<file path="src/inc/bol_regs.vh">
`ifndef BOL_REGS_VH
`define BOL_REGS_VH

// ****************************************************************
// Register map
// ****************************************************************
`define BOL_ADDR_OPTION   8'h00
`define BOL_ADDR_STATUS   8'h04
`define BOL_ADDR_PINCTRL  8'h08

// ****************************************************************
// Option byte fields
// ****************************************************************
`define BOL_ERASED_BYTE   8'hFF
`define BOL_BIT_FASTINIT  5
`define BOL_BIT_RSTPIN    3
`define BOL_BIT_DIVHI     4
`define BOL_BIT_DIVLO     0

// ****************************************************************
// Divider reset values
// ****************************************************************
`define BOL_DIV_SEL00     3'h7
`define BOL_DIV_SEL01     3'h3
`define BOL_DIV_SEL10     3'h1
`define BOL_DIV_SEL11     3'h0

// ****************************************************************
// Timing
// ****************************************************************
`define BOL_PIN_LOW_MIN   8'h80
`define BOL_INIT_FAST     8'h10

// ****************************************************************
// Status and pin control fields
// ****************************************************************
`define BOL_ST_DONE       0
`define BOL_ST_PINRST     1
`define BOL_ST_FASTINIT   2
`define BOL_PC_OUT        0
`define BOL_PC_OE         1

`endif

</file>
<file path="src/logic/bol_init_timer.v">
`timescale 1ns/1ns
`default_nettype none
`include "bol_regs.vh"

module bol_init_timer (
    // Clock and reset
    input  wire       clk,
    input  wire       sys_rst,
    // Control
    input  wire       start,
    input  wire       fastInit,
    input  wire [2:0] coreDiv,
    // Status
    output reg        done
);

    reg [11:0] count_reg;
    reg        busy_reg;

    // Slow initialization stretches with the divider value.
    function [11:0] initLength;
        input       fast;
        input [2:0] div;
        begin
            if (fast) begin
                initLength = {4'h0, `BOL_INIT_FAST};
            end else begin
                initLength = {4'h0, `BOL_INIT_FAST} * ({9'h000, div} + 12'h001) * 12'h004;
            end
        end
    endfunction

    always @(posedge clk) begin
        if (sys_rst) begin
            count_reg <= 12'h000;
            busy_reg  <= 1'b0;
            done      <= 1'b0;
        end else if (start) begin
            // RL5 slow init
            // RL6 fast init
            count_reg <= initLength(fastInit, coreDiv);
            busy_reg  <= 1'b1;
            done      <= 1'b0;
        end else if (busy_reg) begin
            if (count_reg == 12'h001) begin
                busy_reg <= 1'b0;
                done     <= 1'b1;
            end
            count_reg <= count_reg - 12'h001;
        end
    end

endmodule
`default_nettype wire

</file>
<file path="src/logic/bol_loader.v">
// Overview of operation
// RL1 - Software reads the option byte copy only; writes change nothing.
// RL2 - An erased option byte reads as all ones.
// RL3 - New option byte values apply only at the next reset load.
// RL4 - Bit 5 selects flash initialization speed on every reset kind.
// RL5 - Bit 5 low gives slow initialization scaled by the divider choice.
// RL6 - Bit 5 high gives fast initialization.
// RL7 - Bit 3 low disables the reset pin function after power-on reset.
// RL8 - With pin disabled, it may be driven low briefly during power-on.
// RL9 - Disabled reset pin used as output drives pseudo open-drain only.
// RL10 - Bit 3 is kept through system resets; reloaded only at power-on.
// RL11 - Disabled reset pin is not accepted as a wake-up source.
// RL12 - Debugger sets mass erase and reset request together when locked.
// RL13 - Bit 3 high dedicates pin to reset with pull-up and filter.
// RL14 - The option byte is loaded early, before divider and speed apply.
// RL15 - Divider select 00,01,10,11 gives core divider 7,3,1,0.
// RL16 - Reset pin held low at least 128 cycles and until init ends.
// RL17 - Bits 7 and 6 have no effect and read back as loaded.
//
// Implementation choices: the Wishbone register port and the placing of the registers.
`timescale 1ns/1ns
`default_nettype none
`include "bol_regs.vh"

module bol_loader (
    // Clock and resets
    input  wire        clk,
    input  wire        sys_rst,
    input  wire        porRst,
    input  wire        vllsWake,
    // Non-volatile option byte
    input  wire [7:0]  nvOptionByte,
    input  wire        nvErased,
    // Wishbone slave
    input  wire        wb_cyc_i,
    input  wire        wb_stb_i,
    input  wire        wb_we_i,
    input  wire [7:0]  wb_adr_i,
    input  wire [3:0]  wb_sel_i,
    input  wire [31:0] wb_dat_i,
    output reg  [31:0] wb_dat_o,
    output reg         wb_ack_o,
    // Reset pin
    input  wire        rstPinIn,
    output reg         rstPinOut,
    output reg         rstPinOe,
    output reg         rstPinPullup,
    output reg         rstPinFilter,
    // Applied settings
    output reg  [2:0]  coreClockDivider,
    output reg         fastInitActive,
    output reg         rstPinWakeEnable,
    output reg         chipResetActive,
    input  wire        pinWakeRequest,
    output reg         pinWakeOut
);

    // ****************************************************************
    // Sequencer states
    // ****************************************************************
    localparam ST_LOAD  = 2'd0;
    localparam ST_APPLY = 2'd1;
    localparam ST_INIT  = 2'd2;
    localparam ST_RUN   = 2'd3;

    reg [1:0]  state_reg;
    reg [7:0]  bootOption_reg;
    reg        pinFunc_reg;
    reg        pinFuncValid_reg;
    reg [7:0]  lowCount_reg;
    reg        initStart_reg;
    reg        gpioOut_reg;
    reg        gpioOe_reg;
    wire       initDone;
    wire [7:0] loadValue;
    wire       pinDedicated;

    // RL15 divider decode
    function [2:0] divFromSelect;
        input [1:0] sel;
        begin
            if (sel == 2'b00) begin
                divFromSelect = `BOL_DIV_SEL00;
            end else if (sel == 2'b01) begin
                divFromSelect = `BOL_DIV_SEL01;
            end else if (sel == 2'b10) begin
                divFromSelect = `BOL_DIV_SEL10;
            end else begin
                divFromSelect = `BOL_DIV_SEL11;
            end
        end
    endfunction

    // RL2 erased reads ones
    assign loadValue = nvErased ? `BOL_ERASED_BYTE : nvOptionByte;

    // RL10 pin select retained
    assign pinDedicated = pinFuncValid_reg ? pinFunc_reg : 1'b1;

    bol_init_timer uInitTimer (
        .clk      (clk),
        .sys_rst  (sys_rst),
        .start    (initStart_reg),
        .fastInit (bootOption_reg[`BOL_BIT_FASTINIT]),
        .coreDiv  (coreClockDivider),
        .done     (initDone)
    );

    // ****************************************************************
    // Power-on only state
    // ****************************************************************
    always @(posedge clk) begin
        if (porRst) begin
            pinFuncValid_reg <= 1'b0;
            pinFunc_reg      <= 1'b1;
        end else if (state_reg == ST_LOAD && !pinFuncValid_reg) begin
            // RL10 power-on reload
            pinFunc_reg      <= loadValue[`BOL_BIT_RSTPIN];
            pinFuncValid_reg <= 1'b1;
        end
    end

    // ****************************************************************
    // Reset sequencer
    // ****************************************************************
    always @(posedge clk) begin
        if (sys_rst || porRst || vllsWake) begin
            state_reg        <= ST_LOAD;
            bootOption_reg   <= `BOL_ERASED_BYTE;
            coreClockDivider <= `BOL_DIV_SEL00;
            fastInitActive   <= 1'b1;
            lowCount_reg     <= 8'h00;
            initStart_reg    <= 1'b0;
            chipResetActive  <= 1'b1;
        end else begin
            initStart_reg <= 1'b0;
            if (lowCount_reg != `BOL_PIN_LOW_MIN) begin
                lowCount_reg <= lowCount_reg + 8'h01;
            end
            case (state_reg)
                ST_LOAD: begin
                    // RL3 reload at reset
                    // RL14 load early
                    // RL17 reserved as loaded
                    bootOption_reg <= loadValue;
                    state_reg      <= ST_APPLY;
                end
                ST_APPLY: begin
                    // RL15 apply divider
                    coreClockDivider <= divFromSelect({bootOption_reg[`BOL_BIT_DIVHI],
                                                       bootOption_reg[`BOL_BIT_DIVLO]});
                    // RL4 speed select
                    fastInitActive   <= bootOption_reg[`BOL_BIT_FASTINIT];
                    initStart_reg    <= 1'b1;
                    state_reg        <= ST_INIT;
                end
                ST_INIT: begin
                    // RL16 low count and init
                    if (initDone && lowCount_reg == `BOL_PIN_LOW_MIN) begin
                        state_reg <= ST_RUN;
                    end
                end
                default: begin
                    // A dedicated pin held low externally delays release.
                    chipResetActive <= pinDedicated ? !rstPinIn : 1'b0;
                end
            endcase
        end
    end

    // ****************************************************************
    // Reset pin drive
    // ****************************************************************
    always @(posedge clk) begin
        if (sys_rst || porRst) begin
            rstPinOut        <= 1'b0;
            rstPinOe         <= 1'b1;
            rstPinPullup     <= 1'b1;
            rstPinFilter     <= 1'b1;
            rstPinWakeEnable <= 1'b0;
            pinWakeOut       <= 1'b0;
        end else if (pinDedicated) begin
            // RL13 dedicated reset pin
            rstPinPullup     <= 1'b1;
            rstPinFilter     <= 1'b1;
            rstPinOut        <= 1'b0;
            rstPinOe         <= (state_reg != ST_RUN);
            rstPinWakeEnable <= 1'b1;
            pinWakeOut       <= pinWakeRequest;
        end else begin
            // RL7 pin function off
            // RL8 low until settled
            // RL9 pseudo open drain
            rstPinPullup     <= 1'b0;
            rstPinFilter     <= 1'b0;
            rstPinOut        <= 1'b0;
            rstPinOe         <= (state_reg == ST_LOAD) || (gpioOe_reg && !gpioOut_reg);
            // RL11 no wake source
            rstPinWakeEnable <= 1'b0;
            pinWakeOut       <= 1'b0;
        end
    end

    // ****************************************************************
    // Wishbone slave
    // ****************************************************************
    always @(posedge clk) begin
        if (sys_rst) begin
            wb_ack_o    <= 1'b0;
            wb_dat_o    <= 32'h00000000;
            gpioOut_reg <= 1'b1;
            gpioOe_reg  <= 1'b0;
        end else begin
            wb_ack_o <= wb_cyc_i && wb_stb_i && !wb_ack_o;
            if (wb_cyc_i && wb_stb_i && !wb_ack_o) begin
                wb_dat_o <= 32'h00000000;
                if (wb_adr_i == `BOL_ADDR_OPTION) begin
                    // RL1 read-only copy
                    wb_dat_o <= {24'h000000, bootOption_reg};
                end else if (wb_adr_i == `BOL_ADDR_STATUS) begin
                    wb_dat_o <= {29'h0000000, fastInitActive, pinDedicated,
                                 state_reg == ST_RUN};
                end else if (wb_adr_i == `BOL_ADDR_PINCTRL) begin
                    wb_dat_o <= {30'h0000000, gpioOe_reg, gpioOut_reg};
                    if (wb_we_i && wb_sel_i[0]) begin
                        gpioOut_reg <= wb_dat_i[`BOL_PC_OUT];
                        gpioOe_reg  <= wb_dat_i[`BOL_PC_OE];
                    end
                end
            end
        end
    end

endmodule
`default_nettype wire
</file>
<file path="config.mk">
export PLATFORM = sky130hd
export DESIGN_NAME = bol_loader
export DESIGN_NICKNAME = d
export VERILOG_FILES = /design/src/logic/bol_init_timer.v /design/src/logic/bol_loader.v
export VERILOG_INCLUDE_DIRS = /design/src /design/src/inc
export SDC_FILE = /design/constraint.sdc
export NUM_CORES = 1
export LEC_CHECK = 0
export BUFFER_PORTS_ARGS = -buffer_cell sky130_fd_sc_hd__buf_2
export CAP_MARGIN = 30
export CORE_MARGIN = 3
export CORE_UTILIZATION = 40
export CTS_CLUSTER_SIZE = 30
export DETAILED_ROUTE_END_ITERATION = 10
export PLACE_DENSITY = 0.7
export SLEW_MARGIN = 20
export SYNTH_ARGS = -nofsm -noshare
export SYNTH_HDL_FRONTEND = slang
export SYNTH_HIERARCHICAL = 1
export SYNTH_SLANG_ARGS = --single-unit
</file>
<file path="constraint.sdc">
create_clock -name clk -period 1.9 [get_ports clk]
set_clock_uncertainty 0.15 [all_clocks]
set_input_delay 0.57 -clock clk [delete_from_list [all_inputs] [get_ports clk]]
set_output_delay 0.57 -clock clk [all_outputs]
set_load 0.02 [all_outputs]
</file>
=== Yosys cells after proc, flatten, opt, wreduce, memory -nomap -nowiden ===
Cells that the tools add are included.

* $add $sub $neg: 3
* Muxes and demuxes: 20
* Eq/ne operators: 12
* Reductions and logical operators: 24
* Bitwise operators: 3

{| class="wikitable"
|+ Operator list
! kind !! count
|-
| $mux 12 || 3
|-
| $mux 8 || 2
|-
| $eq 12x1->1 const B || 1
|-
| $sub 12x1->12 const B || 1
|-
| $mux 1 || 9
|-
| $add 8x1->8 const B || 1
|-
| $eq 8x3->1 const B || 1
|-
| $eq 8x4->1 const B || 1
|-
| $eq 8x8->1 const B || 1
|-
| $logic_not 8->1 || 1
|-
| $ne 8x8->1 const B || 1
|-
| $eq 2x2->1 const B || 3
|-
| $logic_and 1x1->1 || 6
|-
| $mux 2 || 3
|-
| $mux 3 || 2
|-
| $pmux 2 s3 || 1
|-
| $reduce_and 5->1 || 1
|-
| $add 3x1->4 const B || 1
|-
| $eq 2x1->1 const B || 2
|-
| $logic_not 1->1 || 4
|-
| $logic_not 2->1 || 2
|-
| $ne 2x2->1 const B || 2
|-
| $reduce_and 2->1 || 2
|-
| $reduce_or 2->1 || 2
|-
| other kinds (5) || 9
|}

* Register bits after elaboration: 79
* Word-level logic and storage cells: 82
* Bits of input ports: 62
* Output and inout bits: 44

=== Depth between registers and ports, before layout ===
Gate-level depths: netlist of the first run.

* Depth in word-level cells: 4
* Mapped depth: 7
* Depth with buffers taken out: 6

=== Modules after synthesis ===
The synthesis of the first run kept the hierarchy.

{| class="wikitable"
|+ By module, submodules not included
! module !! cells an instance !! area an instance (µm²) !! times used !! seq. area each (µm²)
|-
| bol_loader || 216 || 1918.1 || 1 || 820.8
|-
| bol_init_timer || 91 || 770.7 || 1 || 280.3
|}

=== Least setup slack after synthesis of the first run ===
Ideal clock, no wire load.

* Path kind: register to register
* From: register uInitTimer.count_reg[5]
* To: register uInitTimer.count_reg[11]
* Library setup time: 0.059 ns
* Period minus slack after synthesis: 1.975 ns
* Buffers on the path: 1
* Arrival: 1.765 ns
* Stages on the path, launching flop included: 6
* Required time: 1.691 ns
* Path slack: -0.075 ns
* Cell sequence: dfxtp_1 -> buf_6 -> or4_4 -> or3_1 -> or4_1 -> nand2_1

* Word-level cells in the longest chain between the ends: 3

{| class="wikitable"
|+ RTL lines
! what !! line !! source
|-
| from (decl) || bol_init_timer.v:17 || <nowiki>reg [11:0] count_reg;</nowiki>
|-
| from (signal assigned) || bol_init_timer.v:41 || <nowiki>count_reg <= initLength(fastInit, coreDiv);</nowiki>
|-
| from (signal assigned) || bol_init_timer.v:49 || <nowiki>count_reg <= count_reg - 12'h001;</nowiki>
|-
| $sub 12x1->12 || bol_init_timer.v:49 ||
|-
| $mux 12 || bol_init_timer.v:44 || <nowiki>end else if (busy_reg) begin</nowiki>
|-
| $mux 12 || bol_init_timer.v:38 || <nowiki>end else if (start) begin</nowiki>
|}

No other way between the ends. The select of a mux whose other input is x is not followed.
A chain may end at the register's enable or synchronous reset.

=== Final worst setup path of the first run ===
* From: register uInitTimer.count_reg[8]
* To: register uInitTimer.count_reg[11]

Same word-level chain as after synthesis.

==> flow_metrics.py, run 1 <==
metrics = {
    "outcome": {
        "status": "finished with violations",
        "violations": "negative setup slack",
    },
    "drt": {
        "dr_wl_met3_um": 345,
        "drt_iter0_markers": 80,
        "via_count": 2241,
        "wl_um": 5650,
        "wl_per_cell_um": 12.6,
        "highest_layer": "met4",
        "dr_wl_met2_um": 2780,
        "drtAntennaViolNets": 0,
        "firstDrtPassIters": 4,
        "drt-met1-wl_um": 2480,
        "vias_per_cell": 4.98,
        "drcViolationCount": 0,
    },
    "floorplanning": {
        "fp.dieArea_um2": 7740,
        "initial_utilization_pct": 41.9,
        "die_w_um": 88.0,
        "num_rows": 29,
        "die_y_um": 88.0,
        "coreArea_um2": 6420,
        "ioPinCount": 106,
    },
    "sta": {
        "max_clock_freq_ghz": 0.507,
        "finalSetupViolCount": 2,
        "hold_viol_final": 0,
        "period_needed_ns": 1.97,
        "min_period_over_period_pct": 104,
        "worst_slack_ns": -0.0711,
        "drv_slew": 0,
        "rsz0062_at_grt": "true",
    },
    "placed_design": {
        "dp_hpwl_um": 4340,
        "placed_cells": 440,
        "routabilityCongestion": 0.758,
        "portBuffers": 47,
    },
    "yosys": {
        "synth.most_common_cell": "dfxtp_1",
        "ys_top_cells_by_area": "dfxtp_1 (41%), buf_4 (7.3%), nor2_1 (5.2%)",
        "synth-seq-area-share_pct": 40.9,
        "syn_inst": 307,
        "synth_area_um2": 2690,
        "synth_top_area_share_pct": 40.9,
        "ys.flop_type": "dfxtp_1",
        "synth_edf_count": 0,
        "async_reset_ff_share_pct": 0,
        "netlist_top_cells_count": "dfxtp_1 (55), nor2_1 (37), buf_4 (26), nand2_1 (23), o21ai_0 (13)",
        "synth.distinct_cells": 50,
        "synth-seq-cells": 55,
        "syn_area_per_cell_um2": 8.76,
        "yosys.area.top_type": "dfxtp_1",
        "yosysWarnings": 6,
    },
    "global_routing": {
        "grt_util_all_layers_pct": 15.4,
        "antenna_found_initial": 0,
        "grt_pass1_wl_um": 9580,
        "grt_pass1_vias": 2162,
        "overflow": 0,
        "grt_max_degree": 20,
    },
    "critical_path": {
        "crit_type": "reg2reg",
        "worst_setup_path_start_kind": "register",
        "critPathArrivalTime_ns": 2.08,
        "cp_max_fo": 2,
        "cp.required_ns": 2.01,
        "cp-end-kind": "register",
    },
    "cells_and_area": {
        "stdcell_count": 450,
        "utilization_pct": 49.3,
        "multiInputGateArea_um2": 1410,
        "area_growth_pct": 17.7,
        "layout.nets": 445,
        "fillers": 623,
        "drive_above_1_share_pct": 24.9,
        "register_area_um2": 1100,
        "diodes": 0,
        "largest_reg_flops": 12,
    },
    "cts": {
        "cts-htree-levels": 2,
        "clkSlewWorstSetupHoldPaths_ns": 0.11,
        "numCtsBuffers": 5,
        "cts_root_buf": "clkbuf_8",
        "clock_path_buffers": 2,
        "clock_sinks": 55,
        "cts_tree": "yes",
        "cts_hold_buf": 0,
        "worst_skew_pair.late_latency_ns": 0.31,
    },
    "power_and_ir_drop": {
        "p_leak_nw": 1.37,
        "pwr-share-seq_pct": 55.8,
        "power_density_nw_per_um2": 672,
        "power.switching_uw": 584,
        "p_int_mw": 1.54,
        "irDropWorstVdd_v": 0.000345,
        "combinationalPowerShare_pct": 11.5,
        "swShare_pct": 27.5,
        "clock_power_share_pct": 32.7,
    },
    "min_path": {
        "hold_path.class": "in2reg",
    },
    "run": {
        "drv_cap": 0,
    },
}
[cells in the final DEF, fill, tap and decap left out, types with 10 or more instances in the layout]
master,Yosys,routed
inv_1,12,11
nand3_1,10,10
conb_1,1,25
nand2_1,23,23
buf_2,0,47
buf_4,26,23
nor2_1,37,37
o21ai_0,13,13
dfxtp_1,55,52
ha_1,11,10
[cell type report]
type	count	area share (%)
clock buffer	5	2.17
clock inverter	3	0.909
inverter	12	1.42
multi-input combinational	228	44.7
sequential	55	34.9
tap	77	3.04
timing repair buffer	70	12.9
[cells by family after synthesis]
kind of cell	share of synthesized area, %
compound gates	12.0
xor+xnor	4.89
fa+ha+maj	5.12
buf+inv	10.6
flops	40.9
mux	3.02
other cells	0.139
simple gates	23.3
[worst max-delay path: stages (launching register included)]
cell and delay, ns:
dfxtp_2 0.33, or4_4 0.53, or3_4 0.34, or4_1 0.51
nand2_1 0.07
[layer usage]
layer / vias up / track usage [%]
li1: 1143 / -
met1: 1022 / 18.4
met2: 71 / 27.7
met3: 5 / 3.48
met4: 0 / 3.91
met5: - / 0
[final timing paths]
kind	depth (start not counted)	startpoint	end	slack, ns
min reg2reg	2	wb_dat_o[1]	wb_dat_o[1]	0.31
max	4	uInitTimer/count_reg[8]	uInitTimer/count_reg[11]	-0.07
min	2	pinWakeRequest	pinWakeOut	0.29
max reg2reg	4	uInitTimer/count_reg[8]	uInitTimer/count_reg[11]	-0.07
[power groups by stage]
stage,logic (mW),registers (mW),clock network [mW]
floorplan,0.191,1.22,0
detailed placement,0.239,1.21,0
finish,0.244,1.19,0.696
global route,0.272,1.19,0.756
global placement,0.235,1.21,0
CTS,0.243,1.19,0.710
[metrics by stage]
step / setup WS (ns) / TNS [ns] / cell area, µm² / total power, mW / hold WS [ns]
global placement: -0.0889 / -0.101 / 3030 / 1.45 / 0.293
global route: -0.0913 / -0.196 / 3170 / 2.22 / 0.294
CTS: -0.0722 / -0.0783 / 3160 / 2.14 / 0.288
floorplan: -0.0560 / -0.0560 / 2790 / 1.41 / 0.284
detailed placement: -0.107 / -0.134 / 3030 / 1.45 / 0.297
finish: -0.0711 / -0.0792 / 3170 / 2.13 / 0.293
[repair_timing]
item / CTS / global route
gates resized for setup: 5 / 0
setup endpoints to repair: 2 / 3
pin swaps: 3 / 0
endpoints found under the hold margin: 0 / 0
setup buffers: 1 / 1
No activity file was read; power rests on OpenSTA's default activity.
==> run 2: changes to the inputs <==
==> constraint.sdc (replaced) <==
create_clock -name clk -period 1.9 [get_ports clk]
set_clock_uncertainty 0.15 [all_clocks]
set_input_delay 0.38 -clock clk [delete_from_list [all_inputs] [get_ports clk]]
set_output_delay 0.38 -clock clk [all_outputs]
set_load 0.02 [all_outputs]
==> run 2 against run 1 <==
Net effect:
- the flow still finishes with violations (negative setup slack)
- worst hold slack worse by 0.18 ns
- first-iteration DRC count is 74% higher
- routed wire length rose by 1.1%
- combinational power barely moved
- global-route usage grew 0.65 points
- critical path type unchanged
- critical endpoint unchanged
==> flow_metrics.py, run 2 (synthesis results as in run 1) <==
metrics = {
    "run": {
        "drv_cap": 0,
    },
    "critical_path": {
        "slowest_stage": "or4_4",
        "cp.required_ns": 2.02,
        "cp-end-kind": "register",
        "path_cells": "or4_4 > or3_4 > or4_1 > nand2_1",
        "critPathArrivalTime_ns": 2.09,
        "crit_type": "reg2reg",
        "worst_setup_path_start_kind": "register",
        "max_stage_delay_ns": 0.53,
        "cp_max_fo": 2,
    },
    "cts": {
        "clock_sinks": 55,
        "clkSlewWorstSetupHoldPaths_ns": 0.10,
        "clock_path_buffers": 2,
        "worst_skew_pair.late_latency_ns": 0.31,
        "numCtsBuffers": 5,
        "cts_root_buf": "clkbuf_8",
        "cts_hold_buf": 0,
        "cts-htree-levels": 2,
        "cts_tree": "yes",
    },
    "cells_and_area": {
        "final_common_cell": "dfxtp_1",
        "largest_reg_flops": 12,
        "layout.nets": 448,
        "layout.cells.most_common_list": "dfxtp_1 (52), buf_2 (47), nor2_1 (37)",
        "fin_area_um2": 3190,
        "area_growth_pct": 18.6,
        "drive_above_1_share_pct": 26.1,
        "utilization_pct": 49.7,
        "diodes": 0,
    },
    "power_and_ir_drop": {
        "finalPower_mw": 2.11,
        "irDropWorstVdd_v": 0.000289,
        "power_density_nw_per_um2": 660,
        "p_leak_nw": 1.37,
    },
    "placed_design": {
        "post_dp_cell_area_um2": 3040,
        "dp_hpwl_um": 4400,
        "routabilityCongestion": 0.760,
        "dp_slack_ns": -0.100,
        "portBuffers": 47,
    },
    "floorplanning": {
        "ioPinCount": 106,
        "coreArea_um2": 6420,
        "initial_utilization_pct": 41.9,
        "fp.dieArea_um2": 7740,
        "num_rows": 29,
        "die_w_um": 88.0,
        "die_y_um": 88.0,
    },
    "sta": {
        "worst_slack_ns": -0.0744,
        "hold_viol_final": 0,
        "setup_tns_ns": -0.0744,
        "min_period_over_period_pct": 104,
        "max_clock_freq_ghz": 0.506,
        "period_needed_ns": 1.97,
        "rsz0062_at_grt": "true",
        "finalSetupViolCount": 1,
        "drv_slew": 0,
    },
    "drt": {
        "via_count": 2275,
        "wl_um": 5710,
        "drtAntennaViolNets": 0,
        "firstDrtPassIters": 4,
        "vias_per_cell": 5.02,
        "wl_per_cell_um": 12.6,
        "drt_iter0_markers": 139,
        "drcViolationCount": 0,
    },
    "min_path": {
        "hold_path.class": "in2reg",
    },
    "outcome": {
        "violations": "negative setup slack",
        "status": "finished with violations",
    },
    "global_routing": {
        "grt_max_degree": 19,
        "overflow": 0,
        "grt_pass1_vias": 2195,
        "antenna_found_initial": 0,
        "grt_pass1_wl_um": 9940,
        "grt_util_all_layers_pct": 16.1,
    },
}
## run 2: report_power, final
part           switching (mW)  internal, mW
combinational           0.148        0.0978
clock                   0.408         0.265
sequential             0.0156          1.17
## run 2: layer usage
layer,share of wire (%),wire length [µm],track usage (%)
met5,0,0,0
met4,1.4,82,5.02
met3,4.8,272,3.39
met2,48,2760,27.6
met1,45,2600,20.1
## run 2: worst paths after layout
| check | end | startpoint | depth (start not counted) | slack [ns] |
|---|---|---|---|---|
| setup / recovery | uInitTimer/count_reg[11] | uInitTimer/count_reg[6] | 4 | -0.07 |
| hold / removal | pinWakeOut | pinWakeRequest | 2 | 0.11 |
| setup reg to reg | uInitTimer/count_reg[11] | uInitTimer/count_reg[6] | 4 | -0.07 |
| hold reg to reg | wb_dat_o[1] | wb_dat_o[1] | 2 | 0.31 |
## run 2: worst max-delay path, delay by kind of cell (launching register included)
| family | cells | cell delay (ns) |
|---|---|---|
| simple gates | 4 | 1.44 |
| flops | 1 | 0.33 |
## run 2: stage by stage
stage	hold slack [ns]	instances
detailed placement	0.304	441
finish	0.109	453
floorplan	0.284	331
global placement	0.293	441
global route	0.108	453
CTS	0.0954	453
## run 2: repair_timing
item / 4_1_cts / 5_1_grt
setup endpoints to repair: 2 / 6
pin swaps: 6 / 1
resized for setup: 5 / 2
buffers inserted: 4 / 0
## run 2: layout make-up
type | count | area, µm²
fillers | 644 | 3230
flip-flops and latches | 55 | 1100
inverters | 12 | 45.0
clock inverters | 3 | 23.8
clock buffers | 5 | 68.8
well taps | 77 | 96.3
multi-input cells | 228 | 1420
repair buffers | 73 | 430
==> run 3: changes to the inputs <==
- MAX_ROUTING_LAYER: unset -> met4
==> run 3 against run 2 <==
Net effect:
- the flow still finishes with violations (negative setup slack)
- global-route usage is 0.50 points higher
- first-iteration DRC count is 22% lower
- register-to-register slack hardly changed
- worst setup slack hardly changed
- maximum frequency hardly changed
- routed wire length is 0.11% lower
- utilization stayed put
- critical path depth stayed put
- via count stayed put
- sequential share of layout area stayed put
- die area stayed put
- worst hold slack hardly changed
- critical endpoint unchanged
==> flow_metrics.py, run 3 (synthesis results as in run 1) <==
metrics = {
    "outcome": {
        "status": "finished with violations",
        "violations": "negative setup slack",
    },
    "floorplanning": {
        "initial_utilization_pct": 41.9,
        "die_w_um": 88.0,
        "fp.dieArea_um2": 7740,
        "die_y_um": 88.0,
        "num_rows": 29,
        "ioPinCount": 106,
        "coreArea_um2": 6420,
    },
    "drt": {
        "dr_wl_met3_um": 268,
        "wl_um": 5710,
        "vias_per_cell": 5.02,
        "drtAntennaViolNets": 0,
        "drt-met1-wl_um": 2590,
        "highest_layer": "met4",
        "wl_per_cell_um": 12.6,
        "dr_wl_met2_um": 2770,
        "firstDrtPassIters": 4,
        "drt_iter0_markers": 108,
        "via_count": 2275,
        "drcViolationCount": 0,
    },
    "cts": {
        "numCtsBuffers": 5,
        "cts_hold_buf": 0,
        "cts_tree": "yes",
        "worst_skew_pair.late_latency_ns": 0.32,
        "cts_root_buf": "clkbuf_8",
        "clock_sinks": 55,
        "clkSlewWorstSetupHoldPaths_ns": 0.10,
        "cts-htree-levels": 2,
        "clock_path_buffers": 2,
    },
    "placed_design": {
        "dp_hpwl_um": 4400,
        "routabilityCongestion": 0.770,
        "portBuffers": 47,
        "placed_cells": 441,
    },
    "cells_and_area": {
        "largest_reg_flops": 12,
        "utilization_pct": 49.7,
        "multiInputGateArea_um2": 1420,
        "final_common_cell": "dfxtp_1",
        "area_growth_pct": 18.6,
        "drive_above_1_share_pct": 26.1,
        "stdcell_count": 453,
        "layout.cells.most_common_list": "dfxtp_1 (52), buf_2 (47), nor2_1 (37)",
        "diodes": 0,
        "fillers": 644,
        "layout.nets": 448,
        "register_area_um2": 1100,
    },
    "power_and_ir_drop": {
        "power_density_nw_per_um2": 661,
        "p_int_mw": 1.53,
        "irDropWorstVdd_v": 0.000290,
        "power.switching_uw": 573,
        "pwr-share-seq_pct": 56.4,
        "clock_power_share_pct": 32.0,
        "swShare_pct": 27.2,
        "p_leak_nw": 1.37,
        "combinationalPowerShare_pct": 11.7,
    },
    "critical_path": {
        "cp_max_fo": 2,
        "max_stage_delay_ns": 0.53,
        "critical_path_buf_inv_count": 0,
        "crit_type": "reg2reg",
        "worst_setup_path_start_kind": "register",
        "slowest_stage": "or4_4",
        "critPathArrivalTime_ns": 2.09,
        "path_cells": "or4_4 > or3_4 > or4_1 > nand2_1",
        "cp-end-kind": "register",
        "cp_top_family": "simple AND/OR/NAND/NOR gates",
        "cp.required_ns": 2.02,
    },
    "global_routing": {
        "antenna_found_initial": 0,
        "overflow": 0,
        "grt_pass1_vias": 2197,
        "grt_util_all_layers_pct": 16.5,
        "grt_max_degree": 19,
        "grt_pass1_wl_um": 9930,
    },
    "sta": {
        "hold_viol_final": 0,
        "rsz0062_at_grt": "true",
        "finalSetupViolCount": 1,
        "max_clock_freq_ghz": 0.507,
        "setup_tns_ns": -0.0742,
        "period_needed_ns": 1.97,
        "drv_slew": 0,
        "min_period_over_period_pct": 104,
        "worst_slack_ns": -0.0742,
    },
    "min_path": {
        "hold_path.class": "in2reg",
    },
    "run": {
        "drv_cap": 0,
    },
}
==> run 3: metrics by stage <==
step                setup WS [ns]  cell area (µm²)  power [mW]  hold slack, ns
floorplan                 -0.0560             2790        1.41           0.284
global placement          -0.0931             3040        1.45           0.293
detailed placement         -0.100             3040        1.45           0.304
CTS                       -0.0651             3180        2.12          0.0954
global route               -0.109             3190        2.21           0.108
finish                    -0.0742             3190        2.11           0.109
==> run 3: final timing paths <==
path,startpoint,to,slack (ns),depth (start not counted)
max reg2reg,uInitTimer/count_reg[6],uInitTimer/count_reg[11],-0.07,4
max,uInitTimer/count_reg[6],uInitTimer/count_reg[11],-0.07,4
min,pinWakeRequest,pinWakeOut,0.11,2
min reg2reg,wb_dat_o[1],wb_dat_o[1],0.31,2
==> run 3: timing repair <==
action                                  in CTS  in global routing
pin swaps                                    6                  1
endpoints found under the setup margin       2                  6
resized for setup                            5                  2
buffers inserted                             4                  0
==> run 3: layer usage <==
layer  vias to the layer above  track usage (%)
li1                       1151                -
met1                      1063             20.0
met2                        55             27.7
met3                         6             3.39
met4                         0             5.02
met5                         -                -
==> run 3: layout make-up <==
cell class | count | area share (%)
multi-input combinational | 228 | 44.5
timing repair buffer | 73 | 13.5
sequential | 55 | 34.6
inverter | 12 | 1.41
tap | 77 | 3.02
clock inverter | 3 | 0.745
clock buffer | 5 | 2.16
==> run 3: power by group through the flow <==
stage	Sequential (mW)	Combinational (mW)	Clock, mW
after global placement	1.21	0.235	0
after global routing	1.19	0.276	0.739
final	1.19	0.246	0.674
after floorplan	1.22	0.191	0
after detailed placement	1.21	0.238	0
after CTS	1.19	0.242	0.690
